<file path="src/hw/dot_product_regs.svh">
// field positions, encodings and reset values for the dot product unit
`ifndef DOT_PRODUCT_REGS_SVH
`define DOT_PRODUCT_REGS_SVH
`define MAJOR_HI 31
`define MAJOR_LO 26
`define MINOR_HI 5
`define MINOR_LO 0
`define SUBOP_HI 10
`define SUBOP_LO 6
`define INDEX_HI 12
`define INDEX_LO 11
`define ZERO_HI 15
`define ZERO_LO 13
`define EXTENDED_MAJOR_OPCODE 6'h1f
`define DOT_PRODUCT_MINOR_OPCODE 6'h30
`define SUBOP_UDOT_UPPER_BYTES 5'h03
`define SUBOP_UDOT_LOWER_BYTES 5'h07
`define SUBOP_CROSS_DOT_ACCUMULATE 5'h08
`define SUBOP_DOT_SUBTRACT 5'h01
`define ACC_RESET 64'h0000000000000000
`endif

</file>
<file path="src/hw/dot_product_pkg.sv">
// types shared by the dot product unit
package dot_product_pkg;
    typedef enum logic [2:0] {
        op_none,
        op_udot_upper_bytes,
        op_udot_lower_bytes,
        op_cross_dot_accumulate,
        op_dot_subtract
    } dot_op_e;
    typedef enum logic [1:0] {
        exc_none,
        exc_reserved,
        exc_dsp_disabled
    } exc_kind_e;
endpackage

</file>
<file path="src/hw/dot_product_decode.sv">
// instruction decoder for the dot product unit
`include "dot_product_regs.svh"
`timescale 1ns/100ps
`default_nettype none
module dot_product_decode (
    input wire logic [31:0] instr,
    output dot_product_pkg::dot_op_e op,
    output logic [1:0] index
);
    wire logic [4:0] subop;
    wire logic family;
    assign subop = instr[`SUBOP_HI:`SUBOP_LO];
    assign index = instr[`INDEX_HI:`INDEX_LO];
    assign family = (instr[`MAJOR_HI:`MAJOR_LO] == `EXTENDED_MAJOR_OPCODE)
        && (instr[`MINOR_HI:`MINOR_LO] == `DOT_PRODUCT_MINOR_OPCODE)
        && (instr[`ZERO_HI:`ZERO_LO] == 3'h0);
    always_comb begin
        op = dot_product_pkg::op_none;
        if (family) begin
            if (subop == `SUBOP_UDOT_UPPER_BYTES) begin
                op = dot_product_pkg::op_udot_upper_bytes;
            end else if (subop == `SUBOP_UDOT_LOWER_BYTES) begin
                op = dot_product_pkg::op_udot_lower_bytes;
            end else if (subop == `SUBOP_CROSS_DOT_ACCUMULATE) begin
                op = dot_product_pkg::op_cross_dot_accumulate;
            end else if (subop == `SUBOP_DOT_SUBTRACT) begin
                op = dot_product_pkg::op_dot_subtract;
            end
        end
    end
endmodule
`default_nettype wire

</file>
<file path="src/hw/dot_product_accumulate.sv">
// dot product with accumulate datapath and four accumulator pairs
// How it works
// - decode major, minor, index and sub-operation fields
// - upper byte pairs multiplied unsigned
// - zero-extended products summed into accumulator
// - lower byte pairs multiplied, accumulated alike
// - signed cross halfword products formed
// - 33-bit cross sum sign-extended, added
// - signed straight halfword products formed
// - straight sum sign-extended, subtracted
// - index picks one of four pairs
// - saturation flags never touched
// - old low words in, halves sign-extended out
// - no operand-dependent exception raised
// - absent or disabled extension raises exception
`include "dot_product_regs.svh"
`timescale 1ns/100ps
`default_nettype none
module dot_product_accumulate #(
    parameter int ACC_COUNT = 4
) (
    input wire logic clk,
    input wire logic rst_b,
    input wire logic in_valid,
    input wire logic [31:0] instr,
    input wire logic [31:0] operand_one,
    input wire logic [31:0] operand_two,
    input wire logic dsp_present,
    input wire logic dsp_enabled,
    input wire logic [1:0] read_index,
    output logic [63:0] top_word,
    output logic [63:0] bottom_word,
    output logic done,
    output logic exc_valid,
    output dot_product_pkg::exc_kind_e exc_kind,
    output logic flags_write
);
    logic rst_meta_b;
    logic rst_sync_b;
    logic [63:0] top_store [ACC_COUNT];
    logic [63:0] bottom_store [ACC_COUNT];
    dot_product_pkg::dot_op_e op;
    wire logic [1:0] index;
    wire logic is_upper;
    wire logic is_lower;
    wire logic is_cross;
    wire logic is_subtract;
    wire logic known_op;
    wire logic recognised;
    wire logic dsp_ready;
    wire logic accept;
    wire logic fault_absent;
    wire logic fault_disabled;
    wire logic [ACC_COUNT-1:0] pair_write;
    wire logic index_in_range;
    wire logic read_in_range;
    wire logic [7:0] one_byte3;
    wire logic [7:0] one_byte2;
    wire logic [7:0] one_byte1;
    wire logic [7:0] one_byte0;
    wire logic [7:0] two_byte3;
    wire logic [7:0] two_byte2;
    wire logic [7:0] two_byte1;
    wire logic [7:0] two_byte0;
    wire logic [15:0] one_half_hi;
    wire logic [15:0] one_half_lo;
    wire logic [15:0] two_half_hi;
    wire logic [15:0] two_half_lo;
    wire logic [15:0] prod_byte3;
    wire logic [15:0] prod_byte2;
    wire logic [15:0] prod_byte1;
    wire logic [15:0] prod_byte0;
    wire logic [63:0] upper_byte_sum;
    wire logic [63:0] lower_byte_sum;
    wire logic signed [31:0] prod_cross_hi;
    wire logic signed [31:0] prod_cross_lo;
    wire logic signed [31:0] prod_straight_hi;
    wire logic signed [31:0] prod_straight_lo;
    wire logic [32:0] cross_sum;
    wire logic [32:0] straight_sum;
    wire logic [31:0] old_top_low;
    wire logic [31:0] old_bottom_low;
    wire logic [63:0] old_acc;
    wire logic [63:0] acc_upper;
    wire logic [63:0] acc_lower;
    wire logic [63:0] acc_cross;
    wire logic [63:0] acc_subtract;
    logic [63:0] next_acc;
    wire logic [63:0] next_top;
    wire logic [63:0] next_bottom;
    wire logic next_exc_valid;
    dot_product_pkg::exc_kind_e next_exc_kind;
    wire logic [63:0] next_top_word;
    wire logic [63:0] next_bottom_word;

    function automatic logic [15:0] mul_u8(input logic [7:0] a, input logic [7:0] b);
        mul_u8 = {8'h00, a} * {8'h00, b};
    endfunction

    function automatic logic signed [31:0] mul_s16(input logic [15:0] a,
                                                   input logic [15:0] b);
        mul_s16 = $signed(a) * $signed(b);
    endfunction

    function automatic logic [63:0] sext32(input logic [31:0] v);
        sext32 = {{32{v[31]}}, v};
    endfunction

    // products keep their own sign in bit 32, so the sum cannot wrap
    function automatic logic [32:0] add_s32(input logic [31:0] a, input logic [31:0] b);
        add_s32 = {a[31], a} + {b[31], b};
    endfunction

    function automatic logic [63:0] sext33(input logic [32:0] v);
        sext33 = {{31{v[32]}}, v};
    endfunction

    function automatic logic [63:0] zext16(input logic [15:0] v);
        zext16 = {48'h0000_0000_0000, v};
    endfunction

    // an index with no pair behind it writes nothing
    function automatic logic [ACC_COUNT-1:0] pair_select(input logic [1:0] sel);
        pair_select = '0;
        for (int i = 0; i < ACC_COUNT; i++) begin
            if (sel == 2'(i)) begin
                pair_select[i] = 1'b1;
            end
        end
    endfunction

    function automatic logic pair_exists(input logic [1:0] sel);
        pair_exists = (int'(sel) < ACC_COUNT);
    endfunction

    // reset released through two flops
    always_ff @(posedge clk or negedge rst_b) begin
        if (!rst_b) begin
            rst_meta_b <= 1'b0;
            rst_sync_b <= 1'b0;
        end else begin
            rst_meta_b <= 1'b1;
            rst_sync_b <= rst_meta_b;
        end
    end

    dot_product_decode decoder (
        .instr(instr),
        .op(op),
        .index(index)
    );

    // only the four decoded operations count
    assign is_upper = (op == dot_product_pkg::op_udot_upper_bytes);
    assign is_lower = (op == dot_product_pkg::op_udot_lower_bytes);
    assign is_cross = (op == dot_product_pkg::op_cross_dot_accumulate);
    assign is_subtract = (op == dot_product_pkg::op_dot_subtract);
    assign known_op = is_upper || is_lower || is_cross || is_subtract;
    assign recognised = in_valid && known_op;

    assign dsp_ready = dsp_present && dsp_enabled;
    assign fault_absent = recognised && !dsp_present;
    assign fault_disabled = recognised && dsp_present && !dsp_enabled;
    assign accept = recognised && dsp_ready;

    assign pair_write = accept ? pair_select(index) : '0;

    // lanes always multiply; only the selected result is written
    assign one_byte3 = operand_one[31:24];
    assign one_byte2 = operand_one[23:16];
    assign one_byte1 = operand_one[15:8];
    assign one_byte0 = operand_one[7:0];
    assign two_byte3 = operand_two[31:24];
    assign two_byte2 = operand_two[23:16];
    assign two_byte1 = operand_two[15:8];
    assign two_byte0 = operand_two[7:0];
    assign one_half_hi = operand_one[31:16];
    assign one_half_lo = operand_one[15:0];
    assign two_half_hi = operand_two[31:16];
    assign two_half_lo = operand_two[15:0];

    assign prod_byte3 = mul_u8(one_byte3, two_byte3);
    assign prod_byte2 = mul_u8(one_byte2, two_byte2);
    assign prod_byte1 = mul_u8(one_byte1, two_byte1);
    assign prod_byte0 = mul_u8(one_byte0, two_byte0);
    assign upper_byte_sum = zext16(prod_byte3) + zext16(prod_byte2);
    assign lower_byte_sum = zext16(prod_byte1) + zext16(prod_byte0);

    assign prod_cross_hi = mul_s16(one_half_hi, two_half_lo);
    assign prod_cross_lo = mul_s16(one_half_lo, two_half_hi);
    assign prod_straight_hi = mul_s16(one_half_hi, two_half_hi);
    assign prod_straight_lo = mul_s16(one_half_lo, two_half_lo);
    assign cross_sum = add_s32(prod_cross_hi, prod_cross_lo);
    assign straight_sum = add_s32(prod_straight_hi, prod_straight_lo);

    // only low words of old value used
    // a pair beyond ACC_COUNT reads as zero
    assign index_in_range = pair_exists(index);
    assign old_top_low = index_in_range ? top_store[index][31:0] : 32'h0000_0000;
    assign old_bottom_low = index_in_range ? bottom_store[index][31:0] : 32'h0000_0000;
    assign old_acc = {old_top_low, old_bottom_low};

    assign acc_upper = old_acc + upper_byte_sum;
    assign acc_lower = old_acc + lower_byte_sum;
    assign acc_cross = old_acc + sext33(cross_sum);
    assign acc_subtract = old_acc - sext33(straight_sum);

    // wrap-around arithmetic; no overflow trap exists
    // no data-dependent exception
    always_comb begin
        next_acc = old_acc;
        case (op)
            dot_product_pkg::op_udot_upper_bytes: begin
                next_acc = acc_upper;
            end
            dot_product_pkg::op_udot_lower_bytes: begin
                next_acc = acc_lower;
            end
            dot_product_pkg::op_cross_dot_accumulate: begin
                next_acc = acc_cross;
            end
            dot_product_pkg::op_dot_subtract: begin
                next_acc = acc_subtract;
            end
            default: begin
                next_acc = old_acc;
            end
        endcase
    end

    assign next_top = sext32(next_acc[63:32]);
    assign next_bottom = sext32(next_acc[31:0]);

    always_ff @(posedge clk or negedge rst_sync_b) begin
        if (!rst_sync_b) begin
            for (int i = 0; i < ACC_COUNT; i++) begin
                top_store[i] <= `ACC_RESET;
                bottom_store[i] <= `ACC_RESET;
            end
        end else begin
            for (int i = 0; i < ACC_COUNT; i++) begin
                if (pair_write[i]) begin
                    top_store[i] <= next_top;
                    bottom_store[i] <= next_bottom;
                end
            end
        end
    end

    assign next_exc_valid = fault_absent || fault_disabled;
    assign next_exc_kind = fault_absent ? dot_product_pkg::exc_reserved
        : fault_disabled ? dot_product_pkg::exc_dsp_disabled
        : dot_product_pkg::exc_none;

    // done and exc_valid are high for one edge per strobe cycle and never high together
    always_ff @(posedge clk or negedge rst_sync_b) begin
        if (!rst_sync_b) begin
            done <= 1'b0;
            exc_valid <= 1'b0;
            exc_kind <= dot_product_pkg::exc_none;
        end else begin
            done <= accept;
            exc_valid <= next_exc_valid;
            exc_kind <= next_exc_kind;
        end
    end

    assign flags_write = 1'b0;

    // view lags the store by one edge; a new result shows two edges after its strobe
    assign read_in_range = pair_exists(read_index);
    assign next_top_word = read_in_range ? top_store[read_index] : `ACC_RESET;
    assign next_bottom_word = read_in_range ? bottom_store[read_index] : `ACC_RESET;

    always_ff @(posedge clk or negedge rst_sync_b) begin
        if (!rst_sync_b) begin
            top_word <= `ACC_RESET;
            bottom_word <= `ACC_RESET;
        end else begin
            top_word <= next_top_word;
            bottom_word <= next_bottom_word;
        end
    end
endmodule
`default_nettype wire

</file>
<file path="config.mk">
export PLATFORM = sky130hd
export DESIGN_NAME = dot_product_accumulate
export DESIGN_NICKNAME = d
export VERILOG_FILES = /design/src/hw/dot_product_pkg.sv /design/src/hw/dot_product_decode.sv /design/src/hw/dot_product_accumulate.sv
export VERILOG_INCLUDE_DIRS = /design/src /design/src/hw
export SDC_FILE = /design/constraint.sdc
export NUM_CORES = 2
export LEC_CHECK = 0
export BUFFER_PORTS_ARGS = -buffer_cell sky130_fd_sc_hd__buf_4
export CORE_ASPECT_RATIO = 0.9
export CORE_MARGIN = 2
export CORE_UTILIZATION = 60
export CTS_CLUSTER_SIZE = 20
export DETAILED_ROUTE_END_ITERATION = 7
export PLACE_DENSITY = 0.85
export SYNTH_ARGS = -nofsm -noshare
export SYNTH_HDL_FRONTEND = slang
export SYNTH_SLANG_ARGS = --single-unit
</file>
<file path="constraint.sdc">
create_clock -name clk -period 23.7 [get_ports clk]
set_input_delay 2.37 -clock clk [delete_from_list [all_inputs] [get_ports clk]]
set_output_delay 2.37 -clock clk [all_outputs]
set_load 0.01 [all_outputs]
</file>
==> flow_summary.json <==
{
  "final_common_cell": "inv_1",
  "synthesis.nets": 9568,
  "grt-ovfl-total": 0,
  "grt_max_degree": 79,
  "worstPathMaxFanout": 19,
  "worstSetupPathType": "in -> reg",
  "clock-sinks": 326,
  "initial_core_util_pct": 60.7,
  "fin_crit_sh_pct": 68.4,
  "required_ns": 24.23,
  "firstDrtPassIters": 6,
  "synth_cell_type_count": 97,
  "use_met1_pct": 47.2,
  "drv_slew": 0,
  "met2_usage_pct": 57.3,
  "grt.total_usage_pct": 36.6,
  "fmaxAchievable_mhz": 61.7,
  "placementRows": 119,
  "post_cts_buffers": 0,
  "finalSetupViolCount": 0,
  "drt_first_iter_violations": 5596,
  "post_drt_wl_per_cell_microns": 24.0,
  "critical_path.startpoint_type": "input port",
  "wl_microns": 217000,
  "syn_area_per_cell_sq_um": 9.40,
  "num_io_pins": 236,
  "vias": 55300,
  "antenna_found_initial": 12,
  "ys_top_cells_by_area": "fa_1 (39%), dfrtp_1 (11%), ha_1 (8.8%), inv_1 (8.5%), and2_1 (4.6%)",
  "finalHoldViolCount": 0,
  "setup_ws_ns": 7.48,
  "gr-max-usage-layer": "met2",
  "synth_top_area_share_pct": 38.8,
  "crit_top_cell": "fa_1",
  "dpl.cell_count": 8994,
  "fin_util_pct": 63.3,
  "ys_ff_latch": 326,
  "final.min_clock_period_ns": 16.22,
  "tns_ns": 0,
  "clk_pin_slew_ns": 0.07,
  "min_path_type": "reg -> async",
  "cts_buffer_depth": 3,
  "syn_to_final_growth_pct": 4.39,
  "cpPeakStageDelay_ns": 0.98,
  "drc": 0,
  "dieHeight_microns": 331,
  "cts-resized-gates": 0,
  "ys_async_sr_fraction_pct": 100,
  "place_ws_ns": 7.40,
  "met3_usage_pct": 10.4,
  "antenna_left": 0,
  "fin_cells": 9058,
  "rsz0062_at_grt": "no",
  "maxCapViolations": 0,
  "tritoncts": "done",
  "grt_pass1_vias": 59400,
  "cp-end-kind": "flop",
  "outcome": "finished clean",
  "dpl.hpwl_microns": 168000,
  "die-area_sq_um": 122000,
  "cts-root-buf": "clkbuf_16",
  "relSlewSlack_pct": 16.5,
  "drive_above_1_share_pct": 7.40,
  "worstMarginPinSlew_ns": 1.24,
  "synth_ff_type": "dfrtp_1",
  "fin_nets": 9438,
  "portBuffers": 224,
  "synth-seq-area-share_pct": 11.4,
  "avgViaCountPerCell": 6.10,
  "synth_area_sq_um": 71300,
  "htree_levels": 1,
  "clock_skew_ns": 0.0399,
  "ctsHoldBuffers": 0,
  "final_cell_mix": "inv_1 (1605), fa_1 (1381), nand2_1 (841)",
  "clk_latency_ns": 0.60,
  "cp.arrival_ns": 16.75,
  "crit_slowest_cell": "nor4b_2",
  "place_congestion": 1.03,
  "synth-edff-count": 0,
  "core_area_sq_um": 117000,
  "ys_warn_count": 0,
  "synthCells": 7583,
  "cts_made_buffers": 30,
  "synth_top_cell_by_area": "fa_1",
  "die_w_microns": 367,
  "grt_pass1_wl_microns": 340000
}
-- cells in the mapped netlist (17+ instances only) --
master	n
mux2_2	62
a31oi_1	24
o21ai_0	306
buf_4	69
a221oi_1	19
buf_1	28
ha_1	501
nand3_1	74
nor2_1	240
o21bai_1	25
o211ai_1	21
xor2_1	64
mux4_2	128
o21a_1	33
a211oi_1	25
fa_1	1381
nand2b_1	55
nor3_1	43
and2_1	520
a21o_1	68
a21oi_1	254
nand2_1	842
inv_1	1605
clkbuf_1	306
xnor2_1	143
and3_1	37
dfrtp_1	326
nand4_1	54
nor2b_1	19
mux2i_1	17
-- state kept, by name, indices dropped and copies added, names as in the netlist --
register and count:
bottom_store 128, bottom_word 32, done 1, exc_kind 2
exc_valid 1, rst_meta_b 1, rst_sync_b 1, top_store 128
top_word 32
-- cell families (layout without fill, tap and decap cells) --
| group | Yosys count | count (layout) | synth area share (%) |
|---|---|---|---|
| buffers and inverters | 2030 | 1924 | 11.1 |
| and+or+nand+nor | 1978 | 1978 | 13.6 |
| adders and majority gates | 1882 | 1882 | 47.6 |
| AOI/OAI and AO/OA | 951 | 951 | 8.42 |
| DFF | 326 | 326 | 11.4 |
| xor gates and xnor gates | 207 | 207 | 2.54 |
| muxes | 207 | 207 | 5.26 |
| other | 2 | 10 | 0.0105 |
-- critical path, delay by kind of cell --
kind	cells	cell delay, ns
adders and majority gates	10	5.25
AOI/OAI and AO/OA	12	3.76
and+or+nand+nor	7	3.27
buffers and inverters	7	1.37
xor gates and xnor gates	3	0.69
-- per-layer routing --
| metal | share of wire [%] | wire length, microns |
|---|---|---|
| met5 | 0.037 | 80 |
| met1 | 37 | 79600 |
| met2 | 45 | 98300 |
| met4 | 6.1 | 13300 |
| met3 | 12 | 25700 |
-- worst paths after layout --
path	startpoint	to	slack, ns	cells past startpoint
worst max-delay path	operand_two[15]	top_store[95]	7.48	39
worst min-delay path	rst_sync_b	bottom_store[25]	0.33	0
worst max register to register	bottom_store[4]	top_store[89]	16.37	18
worst min register to register	rst_sync_b	bottom_store[25]	0.33	0
max in group asynchronous	rst_sync_b	bottom_store[0]	21.30	2
min in group clk	rst_meta_b	rst_sync_b	0.35	0
-- stage by stage --
| stage | cell area (sq um) | hold WS (ns) |
|---|---|---|
| after floorplan | 71300 | 0.331 |
| after global placement | 73300 | 0.340 |
| after detailed placement | 73300 | 0.340 |
| after CTS | 74400 | 0.354 |
| after global routing | 74400 | 0.359 |
| final | 74400 | 0.331 |
-- layout make-up --
cell class / count / area, sq um
Multi-Input combinational cell: 5227 / 55200
Fill cell: 9166 / 43100
Sequential cell: 326 / 8160
Inverter: 1608 / 6040
Tap cell: 1573 / 1970
Timing Repair Buffer: 260 / 1950
Clock buffer: 39 / 815
Clock inverter: 17 / 221
Antenna cell: 8 / 20.0
Power is left out: the tool's default activity adds up to more than one toggle a clock period on the data nets, which glitch-free logic cannot reach.
